$ cat src/cfg_pin_cfg.svh
// Constants for the configuration pin control block
`ifndef CFG_PIN_CFG_SVH
`define CFG_PIN_CFG_SVH
`define MODE_W          4
`define MODE_RST        4'hF
`define FRAME_W         16
`define FRAME_START     16'h0000
`define WORD_W          32
`define BIT_CNT_W       5
`define BIT_CNT_LAST    5'h1F
`define PLL_W           16
`endif

$ cat src/cfg_pin_pkg.sv
// Types for the configuration pin control block
package cfg_pin_pkg;
    typedef enum logic [2:0] {
        ST_POWERUP = 3'h0,
        ST_WAIT    = 3'h1,
        ST_CONFIG  = 3'h2,
        ST_STARTUP = 3'h3,
        ST_USER    = 3'h4
    } cfg_state_t;
endpackage : cfg_pin_pkg

$ cat src/rb_if.sv
// Readback request pin level and falling-edge pulse between the top and the edge unit
`timescale 1ns/1ps
`default_nettype none
interface rb_if;
    logic pin_level;
    logic fall_pulse;
    modport edge_side (input pin_level, output fall_pulse);
    modport top_side  (output pin_level, input fall_pulse);
endinterface : rb_if
`default_nettype wire

$ cat src/cfg_pin_control.sv
// Configuration pin control: mode latch, tristate, readback, error flag
// Behaviour
// - During configuration a low request pin forces global I/O tristate.
// - After configuration an image option keeps tristate or allows readback.
// - With readback enabled, request falling edge starts readback at frame 0.
// - Readback data streams out on the shared serial output pin.
// - With boundary-scan active that pin carries test data output instead.
// - Configuration errors drive the shared interrupt pin low.
// - With host processor port used the pin is its interrupt request.
// - Mode pins are latched on the rising edge of wait-hold.
// - Mode pins get pull-ups during configuration, user I/O afterwards.
// - PLL clock pins tristated with pull-ups, freed unless PLL uses them.
// - Device holds wait-hold low while clearing; external low blocks start.
// - Done released high at completion; external low delays start-up.
`timescale 1ns/1ps
`default_nettype none
`include "cfg_pin_cfg.svh"
module cfg_pin_control
    import cfg_pin_pkg::*;
(
    input  wire logic                  clock_in,
    input  wire logic                  nrst_in,
    input  wire logic                  clear_done_in,
    input  wire logic                  cfg_end_in,
    input  wire logic                  cfg_error_in,
    input  wire logic                  host_port_en_in,
    input  wire logic                  host_port_irq_n_in,
    input  wire logic                  opt_readback_in,
    input  wire logic                  opt_ts_after_in,
    input  wire logic                  scan_active_in,
    input  wire logic                  tdo_in,
    input  wire logic [`WORD_W-1:0]    rb_word_in,
    input  wire logic                  rd_cfg_n_in,
    input  wire logic                  init_n_in,
    input  wire logic                  done_in,
    input  wire logic [`MODE_W-1:0]    mode_pins_in,
    input  wire logic [`PLL_W-1:0]     pll_used_in,
    output logic                       init_n_out,
    output logic                       init_n_oe_out,
    output logic                       done_out,
    output logic                       done_oe_out,
    output logic                       global_io_tristate_out,
    output logic                       rd_data_out,
    output logic                       cfg_irq_n_out,
    output logic [`MODE_W-1:0]         mode_out,
    output logic                       mode_pullup_out,
    output logic                       mode_user_io_out,
    output logic                       pll_pullup_out,
    output logic [`PLL_W-1:0]          pll_user_io_out,
    output logic                       rb_busy_out,
    output logic [`FRAME_W-1:0]        rb_frame_out,
    output logic                       rb_word_req_out,
    output logic                       user_mode_out
);
    cfg_state_t state_q;
    cfg_state_t state_d;
    rb_if rb ();

    rb_edge u_edge (
        .clock_in (clock_in),
        .nrst_in  (nrst_in),
        .rb       (rb)
    );
    assign rb.pin_level = rd_cfg_n_in;

    logic init_prev_q;
    wire  init_rise = init_n_in & ~init_prev_q;
    wire  configuring = (state_q == ST_CONFIG) || (state_q == ST_STARTUP);
    wire  in_user = (state_q == ST_USER);

    always_comb begin
        state_d = state_q;
        unique case (state_q)
            ST_POWERUP: begin
                if (clear_done_in) begin
                    state_d = ST_WAIT;
                end
            end
            ST_WAIT: begin
                // External low on wait-hold keeps us here
                if (init_rise) begin
                    state_d = ST_CONFIG;
                end
            end
            ST_CONFIG: begin
                if (cfg_end_in) begin
                    state_d = ST_STARTUP;
                end
            end
            ST_STARTUP: begin
                // Start-up waits while done is held low outside
                if (done_in) begin
                    state_d = ST_USER;
                end
            end
            ST_USER: begin
                state_d = ST_USER;
            end
            default: state_d = ST_POWERUP;
        endcase
    end

    // Readback shifter
    logic                  rb_busy_q;
    logic [`FRAME_W-1:0]   frame_q;
    logic [`WORD_W-1:0]    shift_q;
    logic [`BIT_CNT_W-1:0] bit_q;
    logic                  req_q;
    wire  rb_allowed = in_user & opt_readback_in & ~opt_ts_after_in;
    wire  rb_start   = rb_allowed & rb.fall_pulse & ~rb_busy_q;
    wire  word_end   = rb_busy_q & (bit_q == `BIT_CNT_LAST);

    always_ff @(posedge clock_in or negedge nrst_in) begin
        if (!nrst_in) begin
            rb_busy_q <= 1'b0;
            frame_q   <= `FRAME_START;
            shift_q   <= '0;
            bit_q     <= '0;
            req_q     <= 1'b0;
        end else if (rb_start) begin
            rb_busy_q <= 1'b1;
            frame_q   <= `FRAME_START;
            shift_q   <= rb_word_in;
            bit_q     <= '0;
            req_q     <= 1'b1;
        end else if (rb_busy_q) begin
            bit_q   <= bit_q + 1'b1;
            // Ask for a new word only when readback carries on past it
            req_q   <= word_end & ~rd_cfg_n_in;
            if (word_end) begin
                shift_q <= rb_word_in;
                frame_q <= frame_q + 1'b1;
            end else begin
                shift_q <= {shift_q[`WORD_W-2:0], 1'b0};
            end
            // Ending readback: host raises request again after the edge
            if (word_end && !rd_cfg_n_in) begin
                rb_busy_q <= 1'b1;
            end else if (word_end) begin
                rb_busy_q <= 1'b0;
            end
        end else begin
            req_q <= 1'b0;
        end
    end

    // Output stage, every output from a flop
    wire ts_d = (configuring & ~rd_cfg_n_in)
              | (in_user & opt_ts_after_in & ~rd_cfg_n_in);
    wire rd_d = scan_active_in ? tdo_in
              : (rb_busy_q & shift_q[`WORD_W-1]);
    wire irq_d = host_port_en_in ? host_port_irq_n_in
               : ~(configuring & cfg_error_in);
    wire [`PLL_W-1:0] pll_d = in_user ? ~pll_used_in : '0;

    always_ff @(posedge clock_in or negedge nrst_in) begin
        if (!nrst_in) begin
            state_q                <= ST_POWERUP;
            init_prev_q            <= 1'b0;
            init_n_out             <= 1'b0;
            init_n_oe_out          <= 1'b1;
            done_out               <= 1'b0;
            done_oe_out            <= 1'b1;
            global_io_tristate_out <= 1'b1;
            rd_data_out            <= 1'b0;
            cfg_irq_n_out          <= 1'b1;
            mode_out               <= `MODE_RST;
            mode_pullup_out        <= 1'b1;
            mode_user_io_out       <= 1'b0;
            pll_pullup_out         <= 1'b1;
            pll_user_io_out        <= '0;
            rb_busy_out            <= 1'b0;
            rb_frame_out           <= `FRAME_START;
            rb_word_req_out        <= 1'b0;
            user_mode_out          <= 1'b0;
        end else begin
            state_q       <= state_d;
            init_prev_q   <= init_n_in;
            // Open drain: drive low only while clearing
            init_n_out    <= 1'b0;
            init_n_oe_out <= (state_q == ST_POWERUP);
            // Released, not driven, when done
            done_out      <= 1'b0;
            done_oe_out   <= ~(state_q == ST_STARTUP || in_user);
            global_io_tristate_out <= ts_d;
            rd_data_out   <= rd_d;
            cfg_irq_n_out <= irq_d;
            if (state_q == ST_WAIT && init_rise) begin
                mode_out <= mode_pins_in;
            end
            mode_pullup_out  <= ~in_user;
            mode_user_io_out <= in_user;
            pll_pullup_out   <= ~in_user;
            pll_user_io_out  <= pll_d;
            rb_busy_out      <= rb_busy_q;
            rb_frame_out     <= frame_q;
            rb_word_req_out  <= req_q;
            user_mode_out    <= in_user;
        end
    end

    AST_TS_CONFIG: assert property (@(posedge clock_in) disable iff (!nrst_in)
        (configuring && !rd_cfg_n_in) |=> global_io_tristate_out)
        else $error("tristate missing during configuration");
    AST_TS_OPTION: assert property (@(posedge clock_in) disable iff (!nrst_in)
        (in_user && !opt_ts_after_in) |=> !global_io_tristate_out)
        else $error("tristate without option after configuration");
    AST_RB_START: assert property (@(posedge clock_in) disable iff (!nrst_in)
        rb_start |=> (rb_busy_q && frame_q == `FRAME_START))
        else $error("readback did not start at frame zero");
    AST_RB_DATA: assert property (@(posedge clock_in) disable iff (!nrst_in)
        (rb_busy_q && !scan_active_in) |=> rd_data_out == $past(shift_q[`WORD_W-1]))
        else $error("readback data not on serial pin");
    AST_TDO: assert property (@(posedge clock_in) disable iff (!nrst_in)
        scan_active_in |=> rd_data_out == $past(tdo_in))
        else $error("test data not on shared pin");
    AST_ERR_IRQ: assert property (@(posedge clock_in) disable iff (!nrst_in)
        (!host_port_en_in && configuring && cfg_error_in) |=> !cfg_irq_n_out)
        else $error("error not flagged low");
    AST_HOST_IRQ: assert property (@(posedge clock_in) disable iff (!nrst_in)
        host_port_en_in |=> cfg_irq_n_out == $past(host_port_irq_n_in))
        else $error("host port interrupt not passed");
    AST_MODE: assert property (@(posedge clock_in) disable iff (!nrst_in)
        (state_q == ST_WAIT && init_rise) |=> mode_out == $past(mode_pins_in))
        else $error("mode not latched at wait-hold rise");
    AST_PULLUP: assert property (@(posedge clock_in) disable iff (!nrst_in)
        ##1 (mode_pullup_out == !user_mode_out))
        else $error("mode pull-up wrong");
    AST_WAIT_HOLD: assert property (@(posedge clock_in) disable iff (!nrst_in)
        (state_q == ST_WAIT && !init_n_in) |=> state_q == ST_WAIT)
        else $error("configuration started under held wait-hold");
    AST_DONE_HOLD: assert property (@(posedge clock_in) disable iff (!nrst_in)
        (state_q == ST_STARTUP && !done_in) |=> state_q == ST_STARTUP)
        else $error("start-up ran with done held low");

    COV_CONFIG: cover property (@(posedge clock_in) disable iff (!nrst_in)
        state_q == ST_CONFIG ##[1:50] state_q == ST_USER);
    COV_READBACK: cover property (@(posedge clock_in) disable iff (!nrst_in)
        rb_start ##[1:40] word_end);
    COV_ERROR: cover property (@(posedge clock_in) disable iff (!nrst_in)
        configuring && cfg_error_in);
endmodule : cfg_pin_control
`default_nettype wire

$ cat src/rb_edge.sv
// Readback request synchroniser and single falling-edge detector
`timescale 1ns/1ps
`default_nettype none
module rb_edge (
    input  wire logic   clock_in,
    input  wire logic   nrst_in,
    rb_if.edge_side     rb
);
    logic sync1_q;
    logic sync2_q;
    logic prev_q;
    logic fall_q;
    wire  fall_d = prev_q & ~sync2_q;

    // Resets high so the pulled-up pin gives no false edge
    always_ff @(posedge clock_in or negedge nrst_in) begin
        if (!nrst_in) begin
            sync1_q <= 1'b1;
            sync2_q <= 1'b1;
            prev_q  <= 1'b1;
            fall_q  <= 1'b0;
        end else begin
            sync1_q <= rb.pin_level;
            sync2_q <= sync1_q;
            prev_q  <= sync2_q;
            fall_q  <= fall_d;
        end
    end
    assign rb.fall_pulse = fall_q;

    AST_ONE_PULSE: assert property (@(posedge clock_in) disable iff (!nrst_in)
        fall_q |=> !fall_q) else $error("edge pulse longer than one cycle");
endmodule : rb_edge
`default_nettype wire

$ cat config.mk
export PLATFORM = sky130hd
export DESIGN_NAME = cfg_pin_control
export DESIGN_NICKNAME = d
export VERILOG_FILES = /design/src/cfg_pin_pkg.sv /design/src/rb_if.sv /design/src/cfg_pin_control.sv /design/src/rb_edge.sv
export VERILOG_INCLUDE_DIRS = /design/src
export SDC_FILE = /design/constraint.sdc
export NUM_CORES = 1
export LEC_CHECK = 0
export ABC_CLOCK_PERIOD_IN_PS = 2600
export BUFFER_PORTS_ARGS = -buffer_cell sky130_fd_sc_hd__buf_4
export CORE_MARGIN = 3
export CORE_UTILIZATION = 52
export DETAILED_ROUTE_END_ITERATION = 12
export GPL_TIMING_DRIVEN = 0
export PLACE_DENSITY = 0.84
export REMOVE_ABC_BUFFERS = 1
export SETUP_SLACK_MARGIN = 0.1
export SLEW_MARGIN = 15
export SYNTH_ARGS = -nofsm -noshare
export SYNTH_HDL_FRONTEND = slang
export SYNTH_HIERARCHICAL = 1
export SYNTH_SLANG_ARGS = --single-unit
$ cat constraint.sdc
create_clock -name clock_in -period 2.6 [get_ports clock_in]
set_input_delay 0.52 -clock clock_in [delete_from_list [all_inputs] [get_ports clock_in]]
set_output_delay 0.52 -clock clock_in [all_outputs]
set_load 0.05 [all_outputs]
# Yosys cells after proc, flatten, opt, wreduce, memory -nomap -nowiden
# Cells that the tools add are included.
# W data, S select, Z words.
dict set report op_classes {
  n_reduce_logical 10
  muxes 22
  bitwise 23
  n_eq_ne 9
  n_addsub 2
}
# operator n
set op_table {}
lappend op_table {{$mux W32} 3}
lappend op_table {{$mux W16} 4}
lappend op_table {{$add A16 B1 Y16 const B} 1}
lappend op_table {{$not A16 Y16} 1}
lappend op_table {{$pmux W3 S5} 1}
lappend op_table {{$and A1 B1 Y1} 13}
lappend op_table {{$mux W3} 4}
lappend op_table {{$mux W5} 2}
lappend op_table {{$mux W1} 8}
lappend op_table {{$ne A2 B2 Y1 const B} 4}
lappend op_table {{$not A1 Y1} 8}
lappend op_table {{$eq A3 B2 Y1 const B} 2}
lappend op_table {{$add A5 B1 Y5 const B} 1}
lappend op_table {{$eq A5 B5 Y1 const B} 1}
lappend op_table {{$reduce_and A4 Y1} 1}
lappend op_table {{$reduce_bool A2 Y1} 2}
lappend op_table {{$eq A3 B1 Y1 const B} 1}
lappend op_table {{$eq A3 B3 Y1 const B} 1}
lappend op_table {{$logic_not A3 Y1} 1}
lappend op_table {{$logic_and A1 B1 Y1} 2}
lappend op_table {{$logic_or A1 B1 Y1} 2}
lappend op_table {{$reduce_and A2 Y1} 1}
lappend op_table {{$logic_not A1 Y1} 1}
lappend op_table {{$or A1 B1 Y1} 1}
dict set report totals {
  elab_cells 89
  regBits 108
}

# Depth between registers and ports, before layout
dict set report logic_depth {
  ltp_word 7
  depth_mapped 9
  depth_no_buf 7
}

# Hierarchy
# Netlist, hierarchy kept.
# mod seq_area_each_um2 area_each_um2 cells_each n_inst
set modules_own_cells {}
lappend modules_own_cells {cfg_pin_control 2613.8 4071.4 345 1}
lappend modules_own_cells {rb_edge 103.8 117.6 5 1}

# Worst setup path before layout
# No wires, ideal clock.
dict set report synth_path {
  kind {register to register}
  from {reg bit_q[0]}
  to {reg shift_q[12]}
  slack_ns 0.492
  setup_time_ns 0.137
  t_arrival_ns 1.971
  path_stages_with_launch 10
  n_path_buf 2
  t_required_ns 2.463
  cell_sequence {dfrtp_1 ha_1 and3_1 ha_1 and2_1 a21oi_1 buf_4 buf_2 mux2i_1 a21oi_1}
}
dict set report synth_via {
  elab_chain_len 5
}
# element line
set synth_rtl {}
lappend synth_rtl {{start: declaration} cfg_pin_control.sv:107} ;# logic [`BIT_CNT_W-1:0] bit_q;
lappend synth_rtl {{start signal: assignment} cfg_pin_control.sv:127} ;# bit_q <= bit_q + 1'b1;
lappend synth_rtl {{$eq A5 B5 Y1 (no source line)} -}
lappend synth_rtl {{$and A1 B1 Y1} cfg_pin_control.sv:111} ;# wire word_end = rb_busy_q & (bit_q == `BIT_CNT_LAST);
lappend synth_rtl {{$mux W32} cfg_pin_control.sv:130} ;# if (word_end) begin
lappend synth_rtl {{$mux W32} cfg_pin_control.sv:126} ;# end else if (rb_busy_q) begin
lappend synth_rtl {{$mux W32} cfg_pin_control.sv:120} ;# end else if (rb_start) begin
lappend synth_rtl {{end signal: assignment} cfg_pin_control.sv:123} ;# shift_q <= rb_word_in;
lappend synth_rtl {{end signal: assignment} cfg_pin_control.sv:131} ;# shift_q <= rb_word_in;
lappend synth_rtl {{end signal: assignment} cfg_pin_control.sv:134} ;# shift_q <= {shift_q[`WORD_W-2:0], 1'b0};
lappend synth_rtl {{end: declaration} cfg_pin_control.sv:106} ;# logic [`WORD_W-1:0] shift_q;
# No other way between the ends. The select of a mux whose other input is x is not followed.
# A chain may end at the register's enable or synchronous reset.

# Final worst setup path
dict set report layout_path {
  from {reg bit_q[0]}
  to {reg frame_q[15]}
}
dict set report layout_via {
  elab_chain_len 4
}
# element line
set layout_rtl {}
lappend layout_rtl {{$eq A5 B5 Y1 (no source line)} -}
lappend layout_rtl {{$and A1 B1 Y1} cfg_pin_control.sv:111}
lappend layout_rtl {{$reduce_bool A2 Y1 (no source line)} -}
lappend layout_rtl {{$reduce_and A2 Y1 (no source line)} -}
lappend layout_rtl {{end signal: assignment} cfg_pin_control.sv:116} ;# frame_q <= `FRAME_START;
lappend layout_rtl {{end signal: assignment} cfg_pin_control.sv:122} ;# frame_q <= `FRAME_START;
lappend layout_rtl {{end signal: assignment} cfg_pin_control.sv:132} ;# frame_q <= frame_q + 1'b1;
lappend layout_rtl {{end: declaration} cfg_pin_control.sv:105} ;# logic [`FRAME_W-1:0] frame_q;
# No other way between the ends.

==> flow_summary.toml <==
[clock_tree]
clkTransAtPathRegs_ns = 0.09
clock-root-buffer = "clkbuf_8"
cts.sinks = 108
cts_htree_levels = 3
cts_hold_buf = 0
tritoncts.num_buffers = 9
clk_latency_ns = 0.35
tritoncts = "yes"
clockBufferDepth = 2

[worst_setup_path]
r2r_slack_ns = 0.38
max_stage_delay_ns = 0.52
critPathArrivalTime_ns = 2.51
worstReg2RegStart = "bit_q[0]$_DFFE_PN0P_"
crit_path_end_kind = "flip-flop"
start_kind = "flip-flop"
startpoint = "bit_q[0]$_DFFE_PN0P_"
r2r-end = "frame_q[15]$_DFFE_PN0P_"
endpoint = "frame_q[15]$_DFFE_PN0P_"
cp_slowest_cell = "or4_4"
crit_path_cell_trace = "ha_1 > and3_1 > ha_1 > nand4_1 > or4_4 > or3_1 > a21oi_1"
crit_required_ns = 2.89
worstSetupPathType = "flip-flop to flip-flop"
reg2regPathDepth = 7
crit_top_cell = "ha_1"
cp_max_fo = 5

[timing]
slew_violations = 0
worstMarginPinSlew_ns = 0.9260
report.final.setup_viol = 0
holdWs_ns = 0.2565
period_share = 0.8549
fin_skew_ns = 0.007413
finalCriticalPeriod_ns = 2.223
rsz0062_at_grt = "no"
slew_headroom = 0.3826
timing.fmax_mhz = 449.9
report.final.hold_viol_count = 0

[routing]
viasPerCell = 5.128
wl_per_cell_um = 13.99
drtIter0Drc = 137
drt_wl_total_mm = 7.879
drtAntennaViolNets = 0
drc = 0
via_count = 2887
firstDrtPassIters = 4

[power]
power.leakage_uw = 0.002651
finalPower_uw = 5987
pwr-share-comb = 0.382
p_clk_frac = 0.161
swShare = 0.4055
ir_worst_vdd_v = 0.0004603
seqPwrFrac = 0.457
p_int_uw = 3560
power_per_cell_area_nw_per_um2 = 1128
p_sw_uw = 2428

[cells_and_area]
final_util = 0.6832
mostFrequentLayoutCells = "111 x buf_4, 96 x dfrtp_1, 58 x nor2_1"
fin_nets = 525
layout.area.seq_um2 = 2718
diodes = 0
drive_above_1_share = 0.3275
fill_cells = 610
syn_to_final_growth_pct = 26.67
layout_commonest_cell = "buf_4"
multiInputGateArea_um2 = 1379
design_area_um2 = 5306

[hold_path]
min_path_type = "input pin to async pin"

[global_route]
first_global_vias = 2855
grt_pass1_wl_mm = 13.05
grtUsageTotal = 0.1832
grt_max_degree = 109
gr-total-overflow = 0
antenna_found_initial = 0

[die]
io_pins = 115
chipWidth_um = 95.76
rows = 32
core_area_um2 = 7767
fp.dieArea_um2 = 9169
start_util = 0.5393
die_h_um = 95.76

[flow_run]
maxCapViolations = 0

[synthesis]
yosysSeqAreaShare = 0.6487
postSynthAreaPerCell_um2 = 11.97
ys_ff_latch = 108
netlist_area_um2 = 4189
synth.distinct_cells = 37
netlist_instances = 350
yosys_warnings = 6

[place]
placement.io_buffers = 112
place_area_um2 = 5099
dp_hpwl_mm = 5.612
place_congestion = 0.8210

[status]
status = "finished, final reports clean"
state kept, by name (all words and copies together), names as in the netlist, 3 cells and up:
| name | count |
|---|---|
| bit_q | 5 |
| frame_q | 16 |
| mode_out | 4 |
| pll_user_io_out | 16 |
| rb_frame_out | 16 |
| shift_q | 32 |
| state_q | 3 |
repair_timing:
item,4_1_cts,5_1_grt
endpoints found under the setup margin,15,31
resized for setup,0,1
buffers inserted,1,0
worst min-delay path by stage:
stage	end	cells after the start	slack [ns]
6_report	rb_frame_out[4]$_DFF_PN0_	1	0.26
3_5_place_dp	rb_word_req_out$_DFF_PN0_	0	0.35
5_1_grt	init_prev_q$_DFF_PN0_	1	0.26
3_3_place_gp	u_edge/sync2_q$_DFF_PN1_	0	0.35
2_1_floorplan	bit_q[0]$_DFFE_PN0P_	0	0.22
4_1_cts	init_prev_q$_DFF_PN0_	1	0.26
routing by layer:
metal	track usage	routed length (µm)
met1	0.2258	3150
met2	0.3017	3978
met3	0.05708	606
met4	0.07227	145
met5	0	0
critical path: cells and delay by family, from the launching register on:
kind	cells	cell delay (ns)
compound gates	1	0.14
fa+ha+maj	2	0.38
flops	1	0.38
simple gates	4	1.26
logic make-up after synthesis:
logic type      after synthesis  share of synthesized area
compound gates               58                    0.07407
simple gates                109                     0.1254
xor+xnor                      8                    0.01672
buf+inv                      23                    0.02778
flops                       108                     0.6487
mux                          40                    0.09737
fa+ha+maj                     3                   0.008962
other cells                   1                  0.0008952
synthesized netlist by cell type (all sizes together):
| cell type | number | share of area |
|---|---|---|
| nor2 | 58 | 0.052 |
| nand2 | 18 | 0.016 |
| dfrtp | 96 | 0.57 |
| conb | 1 | 0.00090 |
| dfstp | 12 | 0.075 |
| o21ai | 10 | 0.012 |
| and2 | 2 | 0.0030 |
| or4 | 1 | 0.0027 |
| clkinv | 1 | 0.00090 |
| nor4 | 2 | 0.0030 |
| nand4b | 1 | 0.0021 |
| a21oi | 42 | 0.050 |
| xor2 | 4 | 0.0084 |
| ha | 3 | 0.0090 |
| inv | 2 | 0.0018 |
| nor4bb | 1 | 0.0024 |
| nor3 | 4 | 0.0048 |
| nor2b | 3 | 0.0063 |
| nand3 | 4 | 0.0048 |
| mux2i | 34 | 0.081 |
| or3 | 4 | 0.0063 |
| buf | 14 | 0.020 |
| clkbuf | 6 | 0.0054 |
| a31o | 1 | 0.0021 |
| a31oi | 1 | 0.0015 |
| a22o | 4 | 0.0084 |
| nand3b | 1 | 0.0018 |
| mux2 | 6 | 0.016 |
| and3 | 1 | 0.0015 |
| xnor2 | 4 | 0.0084 |
| nand4 | 7 | 0.014 |
| nor3b | 2 | 0.0048 |
per-stage QoR:
step | worst slack [ns] | setup TNS, ns | instances
2_1_floorplan | -1.470 | -51.91 | 331
3_3_place_gp | -2.297 | -80.74 | 545
3_5_place_dp | -0.04801 | -0.1727 | 546
4_1_cts | 0.1596 | 0 | 563
5_1_grt | 0.1566 | 0 | 563
6_report | 0.3773 | 0 | 563
power groups by stage:
stage	clock network [µW]	logic, µW	registers, µW
after floorplan	0	901	3430
after global placement	0	2210	2730
after detailed placement	0	2300	2770
after CTS	987	2300	2740
after global routing	1050	2510	2830
final	963	2290	2740
layout make-up:
class / instances / area share
Timing Repair Buffer: 114 / 0.1681
Sequential cell: 108 / 0.5121
Tap cell: 102 / 0.02405
Inverter: 3 / 0.002122
Clock inverter: 3 / 0.007545
Multi-Input combinational cell: 220 / 0.2598
Clock buffer: 13 / 0.02617
Note: power is estimated with default switching activity, not from simulation.
